File: src/hdl/urx_map.vh
// Purpose: register offsets, field positions, reset values and timing counts of the receive block
// Assumes: 3-bit register address, 8-bit register data
// Notes: header only, definitions and nothing else
`ifndef URX_MAP_VH
`define URX_MAP_VH

// register offsets
`define URX_ADDR_RX_DATA 3'h0
`define URX_ADDR_INT_ENABLE 3'h1
`define URX_ADDR_FIFO_CONTROL 3'h2
`define URX_ADDR_MODEM_CONTROL 3'h4
`define URX_ADDR_LINE_STATUS 3'h5
`define URX_ADDR_MODEM_STATUS 3'h6

// reset values
`define URX_RST_INT_ENABLE 4'h0
`define URX_RST_FIFO_CONTROL 8'h00
`define URX_RST_MODEM_CONTROL 5'h00

// field positions
`define URX_IER_MODEM_BIT 3
`define URX_FCR_FIFO_EN_BIT 0
`define URX_FCR_RX_FLUSH_BIT 1
`define URX_FCR_DMA_SEL_BIT 3
`define URX_FCR_TRIG_HI 7
`define URX_FCR_TRIG_LO 6
`define URX_MCR_RTS_BIT 1
`define URX_MCR_OUT1_BIT 2
`define URX_MCR_LOOP_BIT 4
`define URX_MSR_RING_EDGE_BIT 2
`define URX_MSR_RING_LEVEL_BIT 6
`define URX_LSR_READY_BIT 0
`define URX_LSR_OVERRUN_BIT 1
`define URX_LSR_FRAMING_BIT 3

// receive FIFO trigger levels
`define URX_TRIG_LVL0 6'h01
`define URX_TRIG_LVL1 6'h04
`define URX_TRIG_LVL2 6'h08
`define URX_TRIG_LVL3 6'h0E

// receive FIFO shape
`define URX_FIFO_WIDTH 8
`define URX_FIFO_DEPTH 32
`define URX_FIFO_AW 5

// sampling: 16 ticks of the receive clock per bit
`define URX_TICK_MID 4'h7
`define URX_TICK_LAST 4'hF
`define URX_CHAR_BITS 10
`define URX_TOUT_CHARS 4
`define URX_TOUT_TICKS (`URX_TOUT_CHARS * `URX_CHAR_BITS * 16)

`endif

File: src/hdl/urx_fifo.v
// Purpose: synchronous FIFO with valid and ready on both sides
// Assumes: single clock, asynchronous active-low reset
// Notes: out_data shows the head word while out_valid is high
`timescale 1ns/1ps
`default_nettype none

module urx_fifo #(
	parameter WIDTH = 8,
	parameter DEPTH = 32,
	parameter AW = 5
) (
	input wire ref_clk,
	input wire rst_b,
	input wire flush,
	input wire in_valid,
	output wire in_ready,
	input wire [WIDTH-1:0] in_data,
	output wire out_valid,
	input wire out_ready,
	output wire [WIDTH-1:0] out_data,
	output wire [AW:0] count
);

reg [WIDTH-1:0] mem [0:DEPTH-1];
reg [AW-1:0] wr_ptr;
reg [AW-1:0] rd_ptr;
reg [AW:0] cnt;
wire push;
wire pop;

assign in_ready = (cnt != DEPTH[AW:0]);
assign out_valid = (cnt != {(AW+1){1'b0}});
assign push = in_valid & in_ready;
assign pop = out_ready & out_valid;
assign out_data = mem[rd_ptr];
assign count = cnt;

always @(posedge ref_clk)
begin
	if (push)
	begin
		mem[wr_ptr] <= in_data;
	end
end

always @(posedge ref_clk or negedge rst_b)
begin
	if (!rst_b)
	begin
		wr_ptr <= {AW{1'b0}};
		rd_ptr <= {AW{1'b0}};
		cnt <= {(AW+1){1'b0}};
	end
	else if (flush)
	begin
		wr_ptr <= {AW{1'b0}};
		rd_ptr <= {AW{1'b0}};
		cnt <= {(AW+1){1'b0}};
	end
	else
	begin
		if (push)
			wr_ptr <= wr_ptr + 1'b1;
		if (pop)
			rd_ptr <= rd_ptr + 1'b1;
		if (push && !pop)
			cnt <= cnt + 1'b1;
		else if (pop && !push)
			cnt <= cnt - 1'b1;
	end
end

endmodule // urx_fifo

`default_nettype wire

File: src/hdl/urx_top.v
// Purpose: receive side of an asynchronous serial port with ring indicator, request-to-send
//          and receive DMA ready signalling
// Assumes: ref_clk 10 MHz; rcv_clk is a 16x baud clock well below a quarter of ref_clk
// Notes: fixed 8 data bits, no parity, one stop bit
//
// Summary of operation
// - modem status bit 6 shows the complement of the present ring indicator level on every read.
// - modem status bit 2 sets when ring indicator rises LOW to HIGH.
// - a qualifying ring edge raises the interrupt when modem interrupt is enabled.
// - request-to-send follows control bit 1; HIGH at reset, in loopback, or bit cleared.
// - the request-to-send pin never affects receive or transmit operation.
// - in FIFO mode, FIFO control bit 3 selects the receive DMA scheme.
// - without FIFOs only the single-transfer scheme, mode 0, is available.
// - mode 0: DMA controller makes one transfer between host bus cycles.
// - mode 1: back-to-back transfers are served until the receive FIFO empties.
// - mode 0: ready LOW while any character is held, HIGH when none remain.
// - mode 1: ready LOW at trigger level or time-out, HIGH once empty.
// - the serial input is sampled with a separate 16x baud receive clock.
// - interrupt is HIGH while enabled condition pends; cleared by servicing or reset.
//
// Implementation choices: the address-and-strobe port and the register offsets.
`timescale 1ns/1ps
`default_nettype none
`include "urx_map.vh"

module urx_top (
	input wire ref_clk,
	input wire rst_b,
	input wire [2:0] reg_addr,
	input wire [7:0] reg_wdata,
	input wire reg_wr,
	input wire reg_rd,
	output reg [7:0] reg_rdata,
	input wire rcv_clk,
	input wire rx_serial,
	input wire ring_indicator_n,
	output reg request_to_send_n,
	output reg rx_dma_ready_n,
	output reg irq
);

localparam ST_IDLE = 2'b00;
localparam ST_START = 2'b01;
localparam ST_DATA = 2'b10;
localparam ST_STOP = 2'b11;

////////////////////////////////////////////////////////////////////////////////
// pin synchronisers: three stages, a level changes once stages two and three agree

reg [2:0] rck_sync;
reg [2:0] rxd_sync;
reg [2:0] ring_sync;
reg rck_level;
reg rck_prev;
reg rxd_level;
reg ring_level;

always @(posedge ref_clk or negedge rst_b)
begin
	if (!rst_b)
	begin
		rck_sync <= 3'h0;
		rxd_sync <= 3'h7;
		ring_sync <= 3'h7;
		rck_level <= 1'b0;
		rck_prev <= 1'b0;
		rxd_level <= 1'b1;
		ring_level <= 1'b1;
	end
	else
	begin
		rck_sync <= {rck_sync[1:0], rcv_clk};
		rxd_sync <= {rxd_sync[1:0], rx_serial};
		ring_sync <= {ring_sync[1:0], ring_indicator_n};
		if (rck_sync[1] == rck_sync[2])
			rck_level <= rck_sync[2];
		if (rxd_sync[1] == rxd_sync[2])
			rxd_level <= rxd_sync[2];
		if (ring_sync[1] == ring_sync[2])
			ring_level <= ring_sync[2];
		rck_prev <= rck_level;
	end
end

// one sampling tick per rising edge of the 16x receive clock
wire tick = rck_level & ~rck_prev;

////////////////////////////////////////////////////////////////////////////////
// control registers

reg [3:0] int_enable;
reg [7:0] fifo_control_reg;
reg [4:0] modem_control_reg;
reg fifo_flush;

wire wr_fcr = reg_wr && (reg_addr == `URX_ADDR_FIFO_CONTROL);
wire rd_data = reg_rd && (reg_addr == `URX_ADDR_RX_DATA);
wire rd_lsr = reg_rd && (reg_addr == `URX_ADDR_LINE_STATUS);
wire rd_msr = reg_rd && (reg_addr == `URX_ADDR_MODEM_STATUS);

wire fifo_enable_bit = fifo_control_reg[`URX_FCR_FIFO_EN_BIT];
wire dma_mode_select_bit = fifo_control_reg[`URX_FCR_DMA_SEL_BIT];
wire loopback = modem_control_reg[`URX_MCR_LOOP_BIT];
// mode 1 needs FIFOs; otherwise mode 0 regardless of the select bit
wire dma_mode1 = fifo_enable_bit & dma_mode_select_bit;

always @(posedge ref_clk or negedge rst_b)
begin
	if (!rst_b)
	begin
		int_enable <= `URX_RST_INT_ENABLE;
		fifo_control_reg <= `URX_RST_FIFO_CONTROL;
		modem_control_reg <= `URX_RST_MODEM_CONTROL;
		fifo_flush <= 1'b0;
	end
	else
	begin
		fifo_flush <= 1'b0;
		if (reg_wr)
		begin
			if (reg_addr == `URX_ADDR_INT_ENABLE)
				int_enable <= reg_wdata[3:0];
			else if (reg_addr == `URX_ADDR_FIFO_CONTROL)
				fifo_control_reg <= {reg_wdata[7:6], 2'b00, reg_wdata[3], 2'b00, reg_wdata[0]};
			else if (reg_addr == `URX_ADDR_MODEM_CONTROL)
				modem_control_reg <= reg_wdata[4:0];
		end
		// flush on request or on any change of FIFO enable
		if (wr_fcr && (reg_wdata[`URX_FCR_RX_FLUSH_BIT] ||
			(reg_wdata[`URX_FCR_FIFO_EN_BIT] != fifo_enable_bit)))
			fifo_flush <= 1'b1;
	end
end

////////////////////////////////////////////////////////////////////////////////
// ring indicator: level, edge flag and interrupt

reg ring_prev;
reg ring_edge_flag;

// in loopback the ring input is taken from control bit OUT1
wire ring_n_int = loopback ? ~modem_control_reg[`URX_MCR_OUT1_BIT] : ring_level;
wire ring_rise = ring_n_int & ~ring_prev;
wire msi_enable = int_enable[`URX_IER_MODEM_BIT];

always @(posedge ref_clk or negedge rst_b)
begin
	if (!rst_b)
	begin
		ring_prev <= 1'b1;
		ring_edge_flag <= 1'b0;
		irq <= 1'b0;
	end
	else
	begin
		ring_prev <= ring_n_int;
		// a new edge in the read cycle survives the clear
		if (ring_rise)
			ring_edge_flag <= 1'b1;
		else if (rd_msr)
			ring_edge_flag <= 1'b0;
		irq <= msi_enable & (ring_rise | (ring_edge_flag & ~rd_msr));
	end
end

////////////////////////////////////////////////////////////////////////////////
// request-to-send: pure output, read by nothing inside the receiver

always @(posedge ref_clk or negedge rst_b)
begin
	if (!rst_b)
		request_to_send_n <= 1'b1;
	else
		request_to_send_n <= ~(modem_control_reg[`URX_MCR_RTS_BIT] & ~loopback);
end

////////////////////////////////////////////////////////////////////////////////
// serial receiver, 8N1, mid-bit sampling on the 16x tick

reg [1:0] rx_state;
reg [3:0] tick_cnt;
reg [2:0] bit_cnt;
reg [7:0] shift;
reg char_done;
reg char_frame_bad;

// the line idles high in loopback since no transmitter is present here
wire rxd_int = loopback ? 1'b1 : rxd_level;

always @(posedge ref_clk or negedge rst_b)
begin
	if (!rst_b)
	begin
		rx_state <= ST_IDLE;
		tick_cnt <= 4'h0;
		bit_cnt <= 3'h0;
		shift <= 8'h00;
		char_done <= 1'b0;
		char_frame_bad <= 1'b0;
	end
	else
	begin
		char_done <= 1'b0;
		if (tick)
		begin
			tick_cnt <= tick_cnt + 4'h1;
			case (rx_state)
			ST_IDLE:
			begin
				tick_cnt <= 4'h0;
				if (!rxd_int)
					rx_state <= ST_START;
			end
			ST_START:
			begin
				if (tick_cnt == `URX_TICK_MID)
				begin
					tick_cnt <= 4'h0;
					bit_cnt <= 3'h0;
					rx_state <= rxd_int ? ST_IDLE : ST_DATA;
				end
			end
			ST_DATA:
			begin
				if (tick_cnt == `URX_TICK_LAST)
				begin
					shift <= {rxd_int, shift[7:1]};
					bit_cnt <= bit_cnt + 3'h1;
					if (bit_cnt == 3'h7)
						rx_state <= ST_STOP;
				end
			end
			default:
			begin
				if (tick_cnt == `URX_TICK_LAST)
				begin
					char_done <= 1'b1;
					char_frame_bad <= ~rxd_int;
					rx_state <= ST_IDLE;
				end
			end
			endcase
		end
	end
end

////////////////////////////////////////////////////////////////////////////////
// receive FIFO; holding register behaviour when FIFOs are off

wire f_in_ready;
wire f_out_valid;
wire [7:0] f_out_data;
wire [5:0] f_count;
// one character of room without FIFOs, full depth with them
wire room = fifo_enable_bit ? f_in_ready : ~f_out_valid;
wire accept = char_done & room;

urx_fifo #(
	.WIDTH(`URX_FIFO_WIDTH),
	.DEPTH(`URX_FIFO_DEPTH),
	.AW(`URX_FIFO_AW)
) u_fifo (
	.ref_clk(ref_clk),
	.rst_b(rst_b),
	.flush(fifo_flush),
	.in_valid(accept),
	.in_ready(f_in_ready),
	.in_data(shift),
	.out_valid(f_out_valid),
	.out_ready(rd_data),
	.out_data(f_out_data),
	.count(f_count)
);

////////////////////////////////////////////////////////////////////////////////
// line status and character time-out

reg overrun;
reg framing;
reg [9:0] tout_cnt;
reg timed_out;

always @(posedge ref_clk or negedge rst_b)
begin
	if (!rst_b)
	begin
		overrun <= 1'b0;
		framing <= 1'b0;
		tout_cnt <= 10'h000;
		timed_out <= 1'b0;
	end
	else
	begin
		if (char_done && !room)
			overrun <= 1'b1;
		else if (rd_lsr)
			overrun <= 1'b0;
		if (accept && char_frame_bad)
			framing <= 1'b1;
		else if (rd_lsr)
			framing <= 1'b0;
		// restarts on every push or pop, idle while empty
		if (accept || rd_data || !f_out_valid)
		begin
			tout_cnt <= 10'h000;
			timed_out <= 1'b0;
		end
		else if (tick && !timed_out)
		begin
			tout_cnt <= tout_cnt + 10'h001;
			if (tout_cnt == `URX_TOUT_TICKS - 1)
				timed_out <= 1'b1;
		end
	end
end

////////////////////////////////////////////////////////////////////////////////
// receive DMA ready

reg [5:0] trig_level;

always @*
begin
	case (fifo_control_reg[`URX_FCR_TRIG_HI:`URX_FCR_TRIG_LO])
	2'b00: trig_level = `URX_TRIG_LVL0;
	2'b01: trig_level = `URX_TRIG_LVL1;
	2'b10: trig_level = `URX_TRIG_LVL2;
	default: trig_level = `URX_TRIG_LVL3;
	endcase
end

reg next_rx_dma_ready_n;

always @*
begin
	next_rx_dma_ready_n = rx_dma_ready_n;
	if (!dma_mode1)
		next_rx_dma_ready_n = ~f_out_valid;
	else if (!f_out_valid)
		next_rx_dma_ready_n = 1'b1;
	else if ((f_count >= trig_level) || timed_out)
		next_rx_dma_ready_n = 1'b0;
end

always @(posedge ref_clk or negedge rst_b)
begin
	if (!rst_b)
		rx_dma_ready_n <= 1'b1;
	else
		rx_dma_ready_n <= next_rx_dma_ready_n;
end

////////////////////////////////////////////////////////////////////////////////
// register read path, data one cycle after the strobe

wire [7:0] modem_status_reg = {1'b0, ~ring_n_int, 3'b000, ring_edge_flag, 2'b00};
wire [7:0] line_status = {4'h0, framing, 1'b0, overrun, f_out_valid};

always @(posedge ref_clk or negedge rst_b)
begin
	if (!rst_b)
		reg_rdata <= 8'h00;
	else if (reg_rd)
	begin
		if (reg_addr == `URX_ADDR_RX_DATA)
			reg_rdata <= f_out_valid ? f_out_data : 8'h00;
		else if (reg_addr == `URX_ADDR_INT_ENABLE)
			reg_rdata <= {4'h0, int_enable};
		else if (reg_addr == `URX_ADDR_FIFO_CONTROL)
			reg_rdata <= fifo_control_reg;
		else if (reg_addr == `URX_ADDR_MODEM_CONTROL)
			reg_rdata <= {3'h0, modem_control_reg};
		else if (reg_addr == `URX_ADDR_LINE_STATUS)
			reg_rdata <= line_status;
		else if (reg_addr == `URX_ADDR_MODEM_STATUS)
			reg_rdata <= modem_status_reg;
		else
			reg_rdata <= 8'h00;
	end
	else
		reg_rdata <= 8'h00;
end

endmodule // urx_top

`default_nettype wire

File: config.mk
export PLATFORM = sky130hd
export DESIGN_NAME = urx_top
export DESIGN_NICKNAME = d
export VERILOG_FILES = /design/src/hdl/urx_fifo.v /design/src/hdl/urx_top.v
export VERILOG_INCLUDE_DIRS = /design/src /design/src/hdl
export SDC_FILE = /design/constraint.sdc
export NUM_CORES = 1
export LEC_CHECK = 0
export BUFFER_PORTS_ARGS = -buffer_cell sky130_fd_sc_hd__buf_2
export CORE_MARGIN = 3
export CORE_UTILIZATION = 67
export DETAILED_ROUTE_END_ITERATION = 8
export PLACE_DENSITY_LB_ADDON = 0.15
export SLEW_MARGIN = 20
export SYNTH_ARGS = -nofsm -noshare
export SYNTH_HDL_FRONTEND = slang
export SYNTH_SLANG_ARGS = --single-unit
File: constraint.sdc
create_clock -name ref_clk -period 6.8 [get_ports ref_clk]
set_clock_uncertainty 0.15 [all_clocks]
set_input_delay 0.34 -clock ref_clk [delete_from_list [all_inputs] [get_ports ref_clk]]
set_output_delay 0.34 -clock ref_clk [all_outputs]
set_load 0.01 [all_outputs]
Yosys cells after proc, flatten, opt, wreduce, memory -nomap -nowiden
Memory sizes are Yosys's and may differ from the RTL's.
Index checks and enable logic that the tools add are counted.

word-level totals
  RAM bits = 256
  memories = 1
  bits of input ports = 18
  register bits after elaboration = 88
  word-level logic and storage cells = 176

memory list
  memory      words  width  read ports  clocked after memory_dff  wr ports  RTL line       RTL
  u_fifo.mem  32     8      1           0                         1         urx_fifo.v:24  reg [WIDTH-1:0] mem [0:DEPTH-1];

operators by class
  muxes and demuxes = 50
  $add $sub $neg = 7
  reductions and logical operators = 42
  bitwise logic cells = 22
  magnitude comparators = 1
  equality and inequality tests = 23

operators by type and width
  kind                                            number
  2-to-1 mux 8 bit                                5
  2-to-1 mux 7 bit                                3
  2-to-1 mux 1 bit                                20
  2-to-1 mux 10 bit                               2
  2-to-1 mux 5 bit                                4
  2-to-1 mux 6 bit                                3
  nonzero test 2 bit                              8
  == test 3 bit (second input constant)           4
  2-to-1 mux 2 bit                                6
  inverter 1 bit                                  12
  one-hot mux 4 bit (3 select lines)              1
  adder 10 x 1 -> 10 bit (second input constant)  1
  adder 5 x 1 -> 5 bit (second input constant)    2
  == test 10 bit (second input constant)          1
  logical AND 1 bit                               10
  AND 1 bit                                       9
  AND reduction 3 bit                             3
  inequality test 2 bit (second input constant)   4
  one-hot mux 4 bit (2 select lines)              1
  AND reduction 4 bit                             2
  adder 6 x 1 -> 6 bit (second input constant)    1
  greater-or-equal comparator 6 bit               1
  2-to-1 mux 3 bit                                2
  inequality test 6 bit (second input constant)   1
  25 further kinds                                39

Longest topological paths before layout
  depth in word-level cells = 10
  depth in mapped cells = 13
  gate-level depth less buffers = 11

Modules after synthesis
A second synthesis with hierarchy kept.

unflattened totals
  cell total of the unflattened synthesis = 899
  area, all modules = 14248.7 µm²

modules (own cells, without submodules)
  module    area an instance (µm²)  cells an instance  seq. area each (µm²)  instances
  urx_fifo  11058.1                 619                8087.8                1
  urx_top   3190.6                  280                1815.5                1

Least setup slack after synthesis
Ideal clock, no wire load.

  path kind = register -> register
  from = reg u_fifo.cnt[1], in the netlist u_fifo.count[1]
  to = reg u_fifo.cnt[5], in the netlist u_fifo.count[5]
  data required time = 6.525 ns
  library setup time = 0.125 ns
  cell stages (with the launch flop) = 11
  slack = 3.792 ns
  arrival time = 2.734 ns
  path buffers = 0
  path through = dfrtp_1 > or4_4 > o21ai_2 > a21oi_4 > nand2_2 > ha_1 > a211oi_1 > o21bai_1 > a21oi_1 > mux2i_1 > mux2_2

between the ends
  longest elaborated chain between the ends = 8
  elaborated cells between the ends (all ways) = 17
  classes of those cells = add/sub: 2; eq/ne: 1; mux: 4; bitwise: 4; reduce/logical: 6

RTL lines
  element                                                                            RTL line       RTL
  start: declaration                                                                 urx_fifo.v:27  reg [AW:0] cnt;
  start signal: assignment                                                           urx_fifo.v:52  cnt <= {(AW+1){1'b0}};
  start signal: assignment                                                           urx_fifo.v:58  cnt <= {(AW+1){1'b0}};
  start signal: assignment                                                           urx_fifo.v:67  cnt <= cnt + 1'b1;
  parallel branches: the longest is 8 deep, another holds subtractor 6 x 1 -> 6 bit  --

Several ways; the timed one is not identified. The select of a mux whose other input is x is not followed.
A chain may end at the register's enable or synchronous reset.

Worst setup path in the final report
Ends and elaborated chain as after synthesis.

==> out/metrics.yaml <==
run_status:
  status: "finished, final reports clean"
timing:
  tns_ns: 0
  min_period_over_period: 0.537
  setup_viol: 0
  rsz0062_at_grt: "no"
  tightest_slew_ns: 1.09
  slew_viol_final: 0
  min_period_ns: 3.65
  holdWs_ns: 0.0362
  maxSlewHeadroom: 0.267
  hold_violations: 0
  timing.fmax_ghz: 0.274
setup_path:
  crit_type: "flop to flop"
  crit_chain: "nor4_1 -> nand2_2 -> a21oi_4 -> nand2_2 -> ha_1 -> a211oi_1 -> o21bai_1 -> a21oi_1 -> mux2i_1 -> mux2_2"
  crit_fanout: 9
  crit_arrival_ns: 3.90
  end_kind: "flop"
  cp_slowest_stage_delay_ns: 0.48
  worstPathRequired_ns: 7.04
  crit_buf_inv: 0
  crit_top_cell: "nand2_2"
  crit_path_start_kind: "flop"
  slowest_stage: "nor4_1"
  path_delay_family: "compound AO/OA/AOI/OAI gates"
floorplanning:
  die_h_um: 151
  core_area_um2: 20400
  initial_core_util: 0.689
  core.rowCount: 52
  ioPinCount: 29
  die_w_um: 151
  dieArea_um2: 22800
global_route:
  grt_max_degree: 81
  first_global_vias: 7890
  grt_usage: 0.260
  grt_pass1_wl_um: 44500
  grt-ovfl-total: 0
  grt_antenna_before_repair: 1
cells_and_area:
  diodes: 0
  final_area_um2: 15600
  largest_register_ffs: 256
  drive_gt1_frac: 0.204
  final_util: 0.763
  largest_register: "u_fifo.mem"
  area_growth_pct: 10.7
  reg_top3: "u_fifo.mem x256, tout_cnt x10"
  fin_nets: 924
logic_synthesis:
  ys_seq_elements: 344
  async_reset_ff_frac: 0.256
  ys_types: 66
  ys_seq_area_frac: 0.703
  synth_top_area_frac: 0.546
  synth_edf_count: 256
  synthTopCellsByArea: "edfxtp_1 55%, dfrtp_1 14%, mux4_2 9.0%"
  syn-num-nets: 883
  synth-main-ff-cell: "edfxtp_1"
  avgSynthCellArea_um2: 16.6
  yosys.area.top_type: "edfxtp_1"
  synth_cells: 847
  yosysWarnings: 0
  syn_area_um2: 14100
route:
  first_iter_violations: 732
  viasPerCell: 6.57
  drt_wl_total_um: 28600
  first_pass_iters: 5
  drtAntennaViolNets: 0
  vias: 7778
  avgRoutedWirePerCell_um: 24.2
  drc: 0
cts:
  clk_pin_slew_worst_paths_ns: 0.05
  post_cts_buffers: 0
  cts_tree: "built"
  clock_latency_ns: 0.53
  htreeDepth: 2
  cts_sinks: 344
  cts_inserted_buffers: 35
  cts_buffer_depth: 3
  cts_root_buffer: "clkbuf_16"
place:
  dpl_cell_area_um2: 14400
  hpwl_um: 17300
  gp_congestion: 0.858
  port_buffers: 27
pwr:
  p_leak_nw: 5.43
  power.share.sequential: 0.493
  p_switching_mw: 1.33
  power.internal_mw: 3.72
  p_comb_frac: 0.158
  p_clk_frac: 0.350
  ir_drop_uv: 270
  power_density_nw_per_um2: 324
  switching_share: 0.264
flow_run:
  drv_cap: 0
min_path:
  hold_path.class: "input pin to asynchronous set/reset pin"
worst register-to-register path: stages (launching register included):
cell and delay, ns:
dfrtp_1 0.45, nor4_1 0.48, nand2_2 0.27, a21oi_4 0.36, nand2_2 0.18, ha_1 0.33
a211oi_1 0.44, o21bai_1 0.13, a21oi_1 0.19, mux2i_1 0.22, mux2_2 0.34
power groups by stage:
stage               Sequential [mW]  Clock (mW)  Combinational, mW
finish                         2.49        1.76              0.795
CTS                            2.49        1.79              0.793
floorplan                      2.44           0              0.675
global placement               2.52           0              0.748
global route                   2.51        1.87              0.868
detailed placement             2.53           0              0.781
logic make-up after synthesis:
| kind of cell | count (synthesis) | share of synthesized area |
|---|---|---|
| and+or+nand+nor | 186 | 0.0657 |
| xor gates and xnor gates | 18 | 0.0112 |
| DFF | 344 | 0.703 |
| buffers and inverters | 55 | 0.0182 |
| AOI/OAI and AO/OA | 115 | 0.0546 |
| adders and majority gates | 21 | 0.0187 |
| muxes | 108 | 0.128 |
what timing repair did:
action	CTS	global route
endpoints found under the hold margin	24	0
hold buffers	11	0
setup endpoints to repair	0	0
gates resized for setup	0	0
synth_stat cells (all sizes together) (6+ instances only):
cell type	number
a211oi	6
a21oi	28
a22o	6
a22oi	9
buf	16
clkbuf	24
dfrtp	77
dfstp	11
edfxtp	256
ha	17
inv	13
mux2	20
mux2i	32
mux4	56
nand2	47
nand2b	6
nand3	11
nor2	65
nor2b	7
nor3	11
o21ai	28
o221ai	7
xnor2	8
xor2	10
final cells by class:
type | instances | area, um2
Timing Repair Buffer | 44 | 305
Multi-Input combinational cell | 448 | 3930
Inverter | 15 | 56.3
Fill cell | 1171 | 4840
Tap cell | 270 | 338
Sequential cell | 344 | 9910
Clock buffer | 49 | 950
Clock inverter | 14 | 101
per-stage QoR:
step	total power, mW	setup WS, ns	std cells
after floorplan	3.12	3.79	847
after global placement	3.27	3.40	1109
after detailed placement	3.31	3.27	1109
after CTS	5.07	3.24	1183
after global routing	5.25	2.97	1184
final	5.05	3.15	1184
placed cells by master (no fill, tap or decap), types with 6 or more instances in the layout:
cell type,count
a21oi_1,27
a22o_1,6
a22oi_1,9
buf_2,26
buf_4,6
clkbuf_1,13
clkbuf_16,36
clkinv_1,9
dfrtp_1,70
dfrtp_2,6
dfstp_2,11
dlygate4sd3_1,11
edfxtp_1,256
ha_1,17
inv_1,12
mux2_2,20
mux2i_1,32
mux4_2,56
nand2_1,45
nand2b_1,6
nand3_1,11
nor2_1,65
nor2b_1,7
nor3_1,10
o21ai_0,27
o221ai_1,7
xnor2_1,8
xor2_1,10
worst paths after layout:
check                                 from                  end  slack (ns)  cells after the start
hold / removal                       rst_b  fifo_control_reg[7]        0.04                      2
min in group ref_clk           reg_addr[1]         reg_rdata[1]        0.04                      2
max in group asynchronous            rst_b          rxd_sync[2]        5.39                      4
setup / recovery           u_fifo.count[1]      u_fifo.count[5]        3.15                     10
setup reg to reg           u_fifo.count[1]      u_fifo.count[5]        3.15                     10
hold reg to reg                rck_sync[0]          rck_sync[1]        0.20                      0
per-layer routing:
| layer | global-route usage | up-vias | part of all wire |
|---|---|---|---|
| li1 | - | 3384 | - |
| met1 | 0.362 | 3973 | 0.40 |
| met2 | 0.424 | 354 | 0.50 |
| met3 | 0.0485 | 65 | 0.076 |
| met4 | 0.0916 | 2 | 0.025 |
| met5 | 0 | - | 0.00045 |
Note: power is estimated with default switching activity, not from simulation.
